===== src/common/hdr_params.svh =====
// Offsets, field positions, reset values and timing counts of the HDR exposure sequencer.
// Assumes an includer that wants plain macros; holds definitions only.
`ifndef HDR_PARAMS_SVH
`define HDR_PARAMS_SVH

////////////////////////////////////////////////////////////////////////////////
// Register indices (byte address is four times the index)
`define HDR_IDX_COLOR    7'h27
`define HDR_IDX_MODE     7'h29
`define HDR_IDX_PRI      7'h2a
`define HDR_IDX_KP1      7'h30
`define HDR_IDX_KP2      7'h33
`define HDR_IDX_SLOPES   7'h36
`define HDR_IDX_SEC      7'h38
`define HDR_IDX_FOT      7'h49
`define HDR_IDX_CLAMP2   7'h59
`define HDR_IDX_CLAMP3   7'h5a
`define HDR_IDX_STATUS   7'h64

////////////////////////////////////////////////////////////////////////////////
// Field positions
`define HDR_BIT_EXT_SRC    0
`define HDR_BIT_INTERLEAVE 1
`define HDR_BIT_CLAMP_EN   6

////////////////////////////////////////////////////////////////////////////////
// Reset values
`define HDR_RST_COLOR    1'b1
`define HDR_RST_INTERL   1'b0
`define HDR_RST_EXT_SRC  1'b0
`define HDR_RST_EXPO     24'h000800
`define HDR_RST_KNEE     24'h000001
`define HDR_RST_SLOPES   2'h1
`define HDR_RST_CLAMP    7'h60
`define HDR_RST_FOT      8'h0a

////////////////////////////////////////////////////////////////////////////////
// Timing: one count is 129 master clocks, overhead term weighs 43/100
`define HDR_UNIT_CYC     129
`define HDR_OVL_NUM      43
`define HDR_OVL_DEN      100
`define HDR_KNEE_HOLD    129

`endif


===== src/common/hdr_pkg.sv =====
// Types shared by the HDR exposure sequencer and its bench.
// Assumes nothing beyond a SystemVerilog compiler.
package hdr_pkg;

  // Sequencer state of one frame
  typedef enum logic [1:0] {
    HDR_IDLE,
    HDR_HOLD,
    HDR_SETTLE,
    HDR_RUN
  } hdr_state_t;

  // Pins driven by the camera controller
  typedef struct packed {
    logic frame_request;
    logic even_exposure_trigger;
    logic odd_exposure_trigger;
  } hdr_pins_t;

  // Exposure control towards the pixel array
  typedef struct packed {
    logic       even_integrate;
    logic       odd_integrate;
    logic       clamp_active;
    logic [5:0] clamp_level;
    logic       exposure_done;
    logic       bayer_pairing;
  } hdr_expo_t;

endpackage : hdr_pkg


===== src/design/hdr_exp_timer.sv =====
// One exposure countdown, used once per row parity.
// Assumes start and load are one-cycle pulses from the sequencer.
module hdr_exp_timer
(
  // Clock and reset
  input  wire logic        clk_in,
  input  wire logic        sys_rst_in,
  // Control
  input  wire logic        start_in,
  input  wire logic        load_in,
  input  wire logic [31:0] len_in,
  // State
  output logic             active_out,
  output logic [31:0]      remain_out
);

  logic counting;

  ////////////////////////////////////////////////////////////////////////////
  // Start opens an open-ended exposure; load gives it a fixed remainder
  always_ff @(posedge clk_in or posedge sys_rst_in)
  begin
    if (sys_rst_in)
    begin
      active_out <= 1'b0;
      counting   <= 1'b0;
      remain_out <= 32'h0;
    end
    else if (load_in)
    begin
      active_out <= 1'b1;
      counting   <= 1'b1;
      remain_out <= (len_in == 32'h0) ? 32'h1 : len_in; // Never shorter than a cycle
    end
    else if (start_in)
    begin
      active_out <= 1'b1;
      counting   <= 1'b0;
    end
    else if (counting)
    begin
      if (remain_out == 32'h1)
      begin
        active_out <= 1'b0;
        counting   <= 1'b0;
      end
      remain_out <= remain_out - 32'h1;
    end
  end

endmodule : hdr_exp_timer


===== src/design/hdr_exposure_sequencer.sv =====
// Exposure sequencer with interleaved and piecewise linear HDR control.
// Assumes an Avalon-MM master and synchronous controller pins on clk_in.
//
// Behaviour
// - Register 41 bit 1 enables interleaved exposure, reset 0.
// - Interleaved internal: even rows last 129 clocks times (0.43*overhead + primary).
// - Interleaved internal: odd rows use the same formula with the secondary count.
// - External interleaved: even trigger times even rows, odd trigger odd rows.
// - Interleaved mode works with internal and external sources; piecewise mode with internal only.
// - Register 39 bit 0 selects colour (0) or mono (1), reset 1.
// - Piecewise mode changes clipping level at most twice, three slopes at most.
// - Register 54 bits 1:0 hold the slope count, reset 1, valid 1 to 3.
// - First knee timed by formula with kneepoint1 count, registers 48-50, reset 1.
// - Second knee timed by formula with kneepoint2 count, registers 51-53, reset 1.
// - Register 90 bits 6:0 third clamp, reset 96, bit 6 enable.
// - Register 89 bits 6:0 second clamp, reset 96, bit 6 enable.
// - Piecewise internal exposure length is the primary count.
// - Bright pixels are held at the clamp for a set time, at most twice.
// - Knee level from clamp settings, segment slope from knee durations.
// - Register 41 bit 0 picks count (0) or trigger-to-request interval (1).
// - Overhead term in every formula comes from register 73.
//
// The Avalon-MM slave port was left to the implementer.
`include "hdr_params.svh"

module hdr_exposure_sequencer
#(
  parameter int KNEE_HOLD = `HDR_KNEE_HOLD
)
(
  // Clock and reset
  input  wire logic              clk_in,
  input  wire logic              sys_rst_in,
  // Avalon-MM slave
  input  wire logic [8:0]        avs_address_in,
  input  wire logic              avs_read_in,
  input  wire logic              avs_write_in,
  input  wire logic [31:0]       avs_writedata_in,
  input  wire logic [3:0]        avs_byteenable_in,
  output logic [31:0]            avs_readdata_out,
  output logic                   avs_waitrequest_out,
  // Controller pins
  input  wire hdr_pkg::hdr_pins_t pins_in,
  // Pixel array control
  output hdr_pkg::hdr_expo_t     expo_out
);
  import hdr_pkg::*;

  ////////////////////////////////////////////////////////////////////////////
  // Declarations
  logic             color_filter_select;
  logic             interleave_enable;
  logic             ext_source;
  logic [23:0]      primary_exposure_count;
  logic [23:0]      secondary_exposure_count;
  logic [23:0]      kneepoint1_count;
  logic [23:0]      kneepoint2_count;
  logic [1:0]       slope_count;
  logic [6:0]       clamp_level_second;
  logic [6:0]       clamp_level_third;
  logic [7:0]       frame_overhead_length;
  logic [6:0]       idx;
  logic             req;
  logic             write_go;
  logic [7:0]       wd;
  logic [7:0]       rd_byte;
  hdr_pins_t        pins_q;
  logic             req_rise;
  logic             even_rise;
  logic             odd_rise;
  hdr_state_t       state;
  hdr_state_t       next_state;
  logic             even_start;
  logic             odd_start;
  logic             even_load;
  logic             odd_load;
  logic [31:0]      even_len;
  logic [31:0]      odd_len;
  logic             even_act;
  logic             odd_act;
  logic [31:0]      even_remain;
  logic [31:0]      overlap_len;
  logic [31:0]      kp1_len;
  logic [31:0]      kp2_len;
  logic [1:0]       knee_num;
  logic [15:0]      hold_cnt;
  logic [5:0]       hold_level;
  logic             piecewise;

  // Cycles of the overhead overlap term
  function automatic logic [31:0] ovl_f(input logic [7:0] f);
    logic [31:0] p;
    p = 32'(f) * 32'(`HDR_UNIT_CYC * `HDR_OVL_NUM);
    return p / 32'(`HDR_OVL_DEN);
  endfunction : ovl_f

  // Cycles of a whole exposure formula
  function automatic logic [31:0] dur_f(input logic [23:0] c, input logic [7:0] f);
    return 32'(c) * 32'(`HDR_UNIT_CYC) + ovl_f(f);
  endfunction : dur_f

  ////////////////////////////////////////////////////////////////////////////
  // Bus slave: one wait cycle, then the answer
  assign idx      = avs_address_in[8:2];
  assign req      = avs_read_in | avs_write_in;
  assign write_go = avs_write_in & ~avs_waitrequest_out & avs_byteenable_in[0];
  assign wd       = avs_writedata_in[7:0];

  // Waitrequest drops for the one cycle in which the master completes
  always_ff @(posedge clk_in or posedge sys_rst_in)
  begin
    if (sys_rst_in)
      avs_waitrequest_out <= 1'b1;
    else
      avs_waitrequest_out <= ~(req & avs_waitrequest_out);
  end

  // Read data captured as waitrequest drops, held until the next read answer
  always_ff @(posedge clk_in or posedge sys_rst_in)
  begin
    if (sys_rst_in)
      avs_readdata_out <= 32'h0;
    else if (avs_read_in & avs_waitrequest_out)
      avs_readdata_out <= {24'h0, rd_byte};
  end

  // Read decode; unmapped indices read zero
  always_comb
  begin
    rd_byte = 8'h00;
    unique case (idx)
      `HDR_IDX_COLOR:      rd_byte = {7'h0, color_filter_select};
      `HDR_IDX_MODE:       rd_byte = {6'h0, interleave_enable, ext_source};
      `HDR_IDX_PRI:        rd_byte = primary_exposure_count[7:0];
      `HDR_IDX_PRI + 7'h1: rd_byte = primary_exposure_count[15:8];
      `HDR_IDX_PRI + 7'h2: rd_byte = primary_exposure_count[23:16];
      `HDR_IDX_KP1:        rd_byte = kneepoint1_count[7:0];
      `HDR_IDX_KP1 + 7'h1: rd_byte = kneepoint1_count[15:8];
      `HDR_IDX_KP1 + 7'h2: rd_byte = kneepoint1_count[23:16];
      `HDR_IDX_KP2:        rd_byte = kneepoint2_count[7:0];
      `HDR_IDX_KP2 + 7'h1: rd_byte = kneepoint2_count[15:8];
      `HDR_IDX_KP2 + 7'h2: rd_byte = kneepoint2_count[23:16];
      `HDR_IDX_SLOPES:     rd_byte = {6'h0, slope_count};
      `HDR_IDX_SEC:        rd_byte = secondary_exposure_count[7:0];
      `HDR_IDX_SEC + 7'h1: rd_byte = secondary_exposure_count[15:8];
      `HDR_IDX_SEC + 7'h2: rd_byte = secondary_exposure_count[23:16];
      `HDR_IDX_FOT:        rd_byte = frame_overhead_length;
      `HDR_IDX_CLAMP2:     rd_byte = {1'b0, clamp_level_second};
      `HDR_IDX_CLAMP3:     rd_byte = {1'b0, clamp_level_third};
      `HDR_IDX_STATUS:     rd_byte = {1'b0, hold_cnt != 16'h0, knee_num,
                                      odd_act, even_act, state};
      default:             rd_byte = 8'h00;
    endcase
  end

  ////////////////////////////////////////////////////////////////////////////
  // Register file; a write lands on the edge the master completes on
  always_ff @(posedge clk_in or posedge sys_rst_in)
  begin
    if (sys_rst_in)
    begin
      color_filter_select      <= `HDR_RST_COLOR;
      interleave_enable        <= `HDR_RST_INTERL;
      ext_source               <= `HDR_RST_EXT_SRC;
      primary_exposure_count   <= `HDR_RST_EXPO;
      secondary_exposure_count <= `HDR_RST_EXPO;
      kneepoint1_count         <= `HDR_RST_KNEE;
      kneepoint2_count         <= `HDR_RST_KNEE;
      slope_count              <= `HDR_RST_SLOPES;
      clamp_level_second       <= `HDR_RST_CLAMP;
      clamp_level_third        <= `HDR_RST_CLAMP;
      frame_overhead_length    <= `HDR_RST_FOT;
    end
    else if (write_go)
    begin
      // Byte lanes: lowest index is the least significant byte
      case (idx)
        `HDR_IDX_COLOR:      color_filter_select <= wd[0];
        `HDR_IDX_MODE:
        begin
          ext_source        <= wd[`HDR_BIT_EXT_SRC];
          interleave_enable <= wd[`HDR_BIT_INTERLEAVE];
        end
        `HDR_IDX_PRI:        primary_exposure_count[7:0]    <= wd;
        `HDR_IDX_PRI + 7'h1: primary_exposure_count[15:8]   <= wd;
        `HDR_IDX_PRI + 7'h2: primary_exposure_count[23:16]  <= wd;
        `HDR_IDX_KP1:        kneepoint1_count[7:0]          <= wd;
        `HDR_IDX_KP1 + 7'h1: kneepoint1_count[15:8]         <= wd;
        `HDR_IDX_KP1 + 7'h2: kneepoint1_count[23:16]        <= wd;
        `HDR_IDX_KP2:        kneepoint2_count[7:0]          <= wd;
        `HDR_IDX_KP2 + 7'h1: kneepoint2_count[15:8]         <= wd;
        `HDR_IDX_KP2 + 7'h2: kneepoint2_count[23:16]        <= wd;
        `HDR_IDX_SLOPES:     slope_count <= wd[1:0];
        `HDR_IDX_SEC:        secondary_exposure_count[7:0]  <= wd;
        `HDR_IDX_SEC + 7'h1: secondary_exposure_count[15:8] <= wd;
        `HDR_IDX_SEC + 7'h2: secondary_exposure_count[23:16] <= wd;
        `HDR_IDX_FOT:        frame_overhead_length <= wd;
        `HDR_IDX_CLAMP2:     clamp_level_second <= wd[6:0];
        `HDR_IDX_CLAMP3:     clamp_level_third  <= wd[6:0];
        default:             ;
      endcase
    end
  end

  ////////////////////////////////////////////////////////////////////////////
  // Pin edges; pins arrive synchronous so one stage suffices
  always_ff @(posedge clk_in or posedge sys_rst_in)
  begin
    if (sys_rst_in)
      pins_q <= '0;
    else
      pins_q <= pins_in;
  end

  assign req_rise  = pins_in.frame_request & ~pins_q.frame_request;
  assign even_rise = pins_in.even_exposure_trigger & ~pins_q.even_exposure_trigger;
  assign odd_rise  = pins_in.odd_exposure_trigger & ~pins_q.odd_exposure_trigger;

  ////////////////////////////////////////////////////////////////////////////
  // Exposure lengths in clocks
  assign overlap_len = ovl_f(frame_overhead_length);
  assign kp1_len     = dur_f(kneepoint1_count, frame_overhead_length);
  assign kp2_len     = dur_f(kneepoint2_count, frame_overhead_length);

  // Odd rows take their own count only while interleaving
  always_comb
  begin
    even_len = dur_f(primary_exposure_count, frame_overhead_length);
    odd_len  = even_len;
    if (interleave_enable)
      odd_len = dur_f(secondary_exposure_count, frame_overhead_length);
    if (ext_source)
    begin
      even_len = overlap_len;
      odd_len  = overlap_len;
    end
  end

  ////////////////////////////////////////////////////////////////////////////
  // Frame sequence
  always_comb
  begin
    next_state = state;
    even_start = 1'b0;
    odd_start  = 1'b0;
    even_load  = 1'b0;
    odd_load   = 1'b0;
    unique case (state)
      HDR_IDLE:
        if (!ext_source && req_rise)
        begin
          even_load  = 1'b1;
          odd_load   = 1'b1;
          next_state = HDR_SETTLE;
        end
        else if (ext_source && (even_rise || (interleave_enable && odd_rise)))
        begin
          even_start = even_rise | (odd_rise & ~interleave_enable);
          odd_start  = interleave_enable ? odd_rise : even_rise;
          next_state = HDR_HOLD;
        end
      HDR_HOLD:
      begin
        // The other parity may still be triggered before the request
        even_start = even_rise & ~even_act;
        odd_start  = interleave_enable & odd_rise & ~odd_act;
        if (req_rise)
        begin
          even_load  = even_act | even_start;
          odd_load   = odd_act | odd_start;
          next_state = HDR_SETTLE;
        end
      end
      HDR_SETTLE:
        next_state = HDR_RUN;
      HDR_RUN:
        if (!even_act && !odd_act)
          next_state = HDR_IDLE;
    endcase
  end

  always_ff @(posedge clk_in or posedge sys_rst_in)
  begin
    if (sys_rst_in)
      state <= HDR_IDLE;
    else
      state <= next_state;
  end

  ////////////////////////////////////////////////////////////////////////////
  // Even and odd row exposure timers
  hdr_exp_timer u_even
  (
    .clk_in     (clk_in),
    .sys_rst_in (sys_rst_in),
    .start_in   (even_start),
    .load_in    (even_load),
    .len_in     (even_len),
    .active_out (even_act),
    .remain_out (even_remain)
  );

  hdr_exp_timer u_odd
  (
    .clk_in     (clk_in),
    .sys_rst_in (sys_rst_in),
    .start_in   (odd_start),
    .load_in    (odd_load),
    .len_in     (odd_len),
    .active_out (odd_act),
    .remain_out ()
  );

  ////////////////////////////////////////////////////////////////////////////
  // Kneepoints: only in internal mode, where the total length is known
  // Slope count 0 is invalid and behaves as a single slope
  assign piecewise = ~ext_source & (slope_count >= 2'h2);

  always_ff @(posedge clk_in or posedge sys_rst_in)
  begin
    if (sys_rst_in)
    begin
      knee_num   <= 2'h0;
      hold_cnt   <= 16'h0;
      hold_level <= 6'h0;
    end
    else if (state != HDR_RUN)
    begin
      knee_num <= 2'h0;
      hold_cnt <= 16'h0;
    end
    else
    begin
      if (hold_cnt != 16'h0)
        hold_cnt <= hold_cnt - 16'h1;
      // Knee 1 when the remaining time equals the first knee duration
      if (piecewise && knee_num == 2'h0 && even_remain == kp1_len)
      begin
        knee_num <= 2'h1;
        if (clamp_level_second[`HDR_BIT_CLAMP_EN])
        begin
          hold_cnt   <= 16'(KNEE_HOLD);
          hold_level <= clamp_level_second[5:0];
        end
      end
      else if (piecewise && slope_count == 2'h3 && knee_num == 2'h1
               && even_remain == kp2_len)
      begin
        knee_num <= 2'h2;
        if (clamp_level_third[`HDR_BIT_CLAMP_EN])
        begin
          hold_cnt   <= 16'(KNEE_HOLD);
          hold_level <= clamp_level_third[5:0];
        end
      end
    end
  end

  ////////////////////////////////////////////////////////////////////////////
  // Registered outputs towards the array
  always_ff @(posedge clk_in or posedge sys_rst_in)
  begin
    if (sys_rst_in)
      expo_out <= '0;
    else
    begin
      expo_out.even_integrate <= even_act;
      expo_out.odd_integrate  <= odd_act;
      expo_out.clamp_active   <= hold_cnt != 16'h0;
      expo_out.clamp_level    <= hold_level;
      expo_out.exposure_done  <= state == HDR_RUN && !even_act && !odd_act;
      // Colour sensors pair rows so the Bayer pattern stays intact
      expo_out.bayer_pairing  <= interleave_enable & ~color_filter_select;
    end
  end

endmodule : hdr_exposure_sequencer


===== config.mk =====
export PLATFORM = sky130hd
export DESIGN_NAME = hdr_exposure_sequencer
export DESIGN_NICKNAME = d
export VERILOG_FILES = /design/src/common/hdr_pkg.sv /design/src/design/hdr_exp_timer.sv /design/src/design/hdr_exposure_sequencer.sv
export VERILOG_INCLUDE_DIRS = /design/src /design/src/common
export SDC_FILE = /design/constraint.sdc
export NUM_CORES = 1
export LEC_CHECK = 0
export BUFFER_PORTS_ARGS = -buffer_cell sky130_fd_sc_hd__buf_4
export CORE_UTILIZATION = 45
export CTS_CLUSTER_SIZE = 30
export DETAILED_ROUTE_END_ITERATION = 10
export GPL_TIMING_DRIVEN = 0
export PLACE_DENSITY = 0.61
export REMOVE_ABC_BUFFERS = 1
export SLEW_MARGIN = 20
export SYNTH_ARGS = -nofsm -noshare
export SYNTH_HDL_FRONTEND = slang
export SYNTH_HIERARCHICAL = 1
export SYNTH_SLANG_ARGS = --single-unit

===== constraint.sdc =====
create_clock -name clk_in -period 46.2 [get_ports clk_in]
set_clock_uncertainty 0.1 [all_clocks]
set_input_delay 2.31 -clock clk_in [delete_from_list [all_inputs] [get_ports clk_in]]
set_output_delay 2.31 -clock clk_in [all_outputs]
set_load 0.01 [all_outputs]

==> impl_metrics.py <==
metrics = {
    "global_route": {
        "grt-ovfl-total": 0,
        "grt_max_degree": 69,
        "grt_pass1_vias": 23879,
        "antenna_found_initial": 6,
        "grt_pass1_wl_um": 136400,
        "grt.total_usage_pct": 27.44,
    },
    "sta": {
        "fin_ws_ns": 22.27,
        "min_period_over_period_pct": 51.79,
        "max-slew-margin-rel_pct": 23.81,
        "rsz0062_at_grt": "false",
        "worstMarginPinSlew_ns": 1.143,
        "finalSetupViolCount": 0,
        "finalHoldViolCount": 0,
        "maxSlewViolCount": 0,
        "whs_ns": 0.2815,
        "max_freq_mhz": 41.79,
        "setup_tns_ns": 0,
        "fin_crit_ns": 23.93,
    },
    "cts": {
        "clk_latency_ns": 0.60,
        "post_cts_buffers": 0,
        "tritoncts": "done",
        "clock-sinks": 240,
        "ctsResizeCount": 0,
        "cts-buffers-inserted": 30,
        "h-tree-depth": 1,
        "cts-root-buf": "clkbuf_16",
        "hold_buffers": 0,
        "path_clk_slew_ns": 0.06,
        "cts_buffer_depth": 3,
    },
    "yosys": {
        "yosysMostFrequentCell": "ha_1",
        "synthXorXnorAreaFrac_pct": 6.846,
        "synth-seq-cells": 240,
        "synth_common_cells": "ha_1 (395), inv_1 (302), dfrtp_1 (227), nor2_1 (178), xnor2_1 (161)",
        "ys_async_sr_fraction_pct": 100.0,
        "synth_top_family_by_area": "adder cells",
        "synthSimpleGateAreaFrac_pct": 16.14,
        "synth_area_leader_cell": "dfrtp_1",
        "synth_top_area_share_pct": 20.38,
        "synth_cells": 3103,
        "ys_top_cells_by_area": "dfrtp_1 (20%), ha_1 (18%), mux2_2 (5.1%)",
        "ys.flop_type": "dfrtp_1",
        "synth_compound_area_share_pct": 20.70,
        "synth_area_mm2": 0.02787,
        "synth_edf_count": 0,
        "ys.warnings.count": 6,
        "synth_fa_ha_area_share_pct": 22.48,
        "synth.area.mux_share_pct": 5.768,
        "synth.distinct_cells": 124,
        "avgSynthCellArea_um2": 8.983,
        "seq_area_frac_synth_pct": 21.61,
    },
    "setup_path": {
        "critPathLaunchType": "flop",
        "worst_r2r_endpoint": "hold_cnt[1]",
        "max_stage_delay_ns": 0.84,
        "path_common_cell": "a21o_1",
        "rr_startpoint": "frame_overhead_length[7]",
        "arrival_ns": 24.32,
        "end_kind": "flop",
        "crit_type": "flop to flop",
        "rr_worst_depth": 77,
        "cpMaxStageDelayCell": "o31ai_4",
        "cp-startpoint": "frame_overhead_length[7]",
        "critPathRequiredTime_ns": 46.60,
        "reg2reg_setup_slack_ns": 22.27,
        "critPathMaxFanout": 14,
        "crit_path_end": "hold_cnt[1]",
    },
    "power": {
        "seq_power_share_pct": 12.1,
        "swShare_pct": 55.23,
        "combPwrFrac_pct": 77.8,
        "p_int_w": 0.001092,
        "power.switching_w": 0.001347,
        "powerDensity_mw_per_mm2": 81.48,
        "power.leakage_nw": 14.95,
        "pwr-share-clk_pct": 10.1,
        "irDropWorstVdd_mv": 0.1483,
        "power.total_w": 0.002439,
    },
    "run_status": {
        "status": "completed",
    },
    "floorplan": {
        "start_util_pct": 45.84,
        "dieArea_mm2": 0.06294,
        "rows": 90,
        "core_mm2": 0.06081,
        "ioPinCount": 96,
        "dieHeight_um": 250.9,
        "die_x_um": 250.9,
    },
    "worst_hold_path": {
        "hp-class": "flop to flop",
    },
    "final_layout": {
        "fin_area_mm2": 0.02994,
        "layout-drive-gt1-share_pct": 11.39,
        "antenna_cells": 0,
        "syn2layout_area_growth_pct": 7.407,
        "layout.nets": 3604,
    },
    "place": {
        "gp_congestion": 0.9376,
        "dp_hpwl_um": 68420,
        "place_ws_ns": 22.55,
        "postPlaceCellArea_mm2": 0.02889,
        "numPortBuffers": 42,
    },
    "drt": {
        "ant_nets": 0,
        "drc": 0,
        "vias": 24060,
        "vias_per_cell": 6.172,
        "first_iter_violations": 1841,
        "wl_per_cell_um": 22.20,
        "routed_wl_um": 86540,
        "firstDrtPassIters": 5,
    },
    "flow_run": {
        "cap_violations": 0,
    },
}
-- stage by stage --
step	cells	util, %
final	3898	49.23
after global routing	3898	49.23
after CTS	3898	49.17
after detailed placement	3842	47.51
after global placement	3830	47.04
after floorplan	3006	-
-- cells in the final DEF, fill, tap and decap left out, types with 19 or more instances in the layout --
cell type | synthesis | final
a211o_1 | 19 | 19
a21o_1 | 93 | 93
a21oi_1 | 118 | 115
a22o_1 | 24 | 24
a22oi_1 | 44 | 44
a31oi_1 | 29 | 29
buf_4 | 34 | 45
clkbuf_16 | 0 | 30
conb_1 | 1 | 24
dfrtp_1 | 227 | 225
fa_1 | 65 | 65
ha_1 | 395 | 395
inv_1 | 302 | 299
mux2_2 | 127 | 127
nand2_1 | 159 | 159
nand2b_1 | 30 | 30
nand3_1 | 77 | 77
nand4_1 | 42 | 42
nor2_1 | 178 | 178
nor2b_1 | 45 | 44
nor3_1 | 74 | 66
nor4_1 | 52 | 48
o211ai_1 | 36 | 36
o21a_1 | 55 | 55
o21ai_0 | 103 | 102
o21bai_1 | 27 | 27
o31ai_1 | 22 | 22
or3_1 | 26 | 26
or4_1 | 32 | 32
xnor2_1 | 161 | 161
xor2_1 | 50 | 50
-- power groups by stage --
stage	clock network, W	logic, W	registers [W]
global placement	0	0.00183	0.000297
floorplan	0	0.00133	0.000276
finish	0.000246	0.00190	0.000295
CTS	0.000251	0.00188	0.000294
global route	0.000259	0.00209	0.000299
detailed placement	0	0.00187	0.000297
-- registers in the layout, indices dropped and copies added (netlist names), 8 cells and up --
| signal | cells |
|---|---|
| primary_exposure_count | 24 |
| expo_out | 11 |
| kneepoint2_count | 24 |
| u_odd/remain_out | 32 |
| frame_overhead_length | 8 |
| kneepoint1_count | 24 |
| avs_readdata_out | 8 |
| secondary_exposure_count | 24 |
| hold_cnt | 16 |
| u_even/remain_out | 32 |
-- routing by layer --
metal,GRT usage [%],vias up,share of wire (%)
li1,-,11330,-
met1,35.75,11798,43
met2,45.76,738,47
met3,4.007,184,5.9
met4,10.70,10,4.1
met5,0,-,0.077
-- critical path, delay by kind of cell (launching register included) --
family / cells / cell delay (ns)
AOI/OAI and AO/OA: 46 / 12.72
and+or+nand+nor: 16 / 5.51
adders and majority gates: 10 / 3.64
buffers and inverters: 3 / 0.68
muxes: 2 / 0.62
DFF: 1 / 0.50
-- area by class of cell --
class | instances | area [um^2]
Clock buffer | 45 | 837.1
Clock inverter | 11 | 176.4
Inverter | 305 | 1155
Timing Repair Buffer | 54 | 525.5
Fill cell | 5744 | 30870
Tap cell | 782 | 978.4
Sequential cell | 240 | 6025
Multi-Input combinational cell | 2461 | 20240
-- worst min-delay path by stage --
stage	depth (start not counted)	start	endpoint
floorplan	0	hold_level[0]	expo_out[2]
global placement	0	hold_level[4]	expo_out[6]
detailed placement	0	hold_level[2]	expo_out[4]
CTS	0	hold_level[2]	expo_out[4]
global route	0	hold_level[1]	expo_out[3]
finish	0	hold_level[2]	expo_out[4]
-- logic make-up after synthesis --
family,Yosys count
xor+xnor,214
fa+ha+maj,462
simple gates,836
flops,240
buf+inv,425
other cells,1
compound gates,782
mux,143
(Power assumes the default switching activity.)
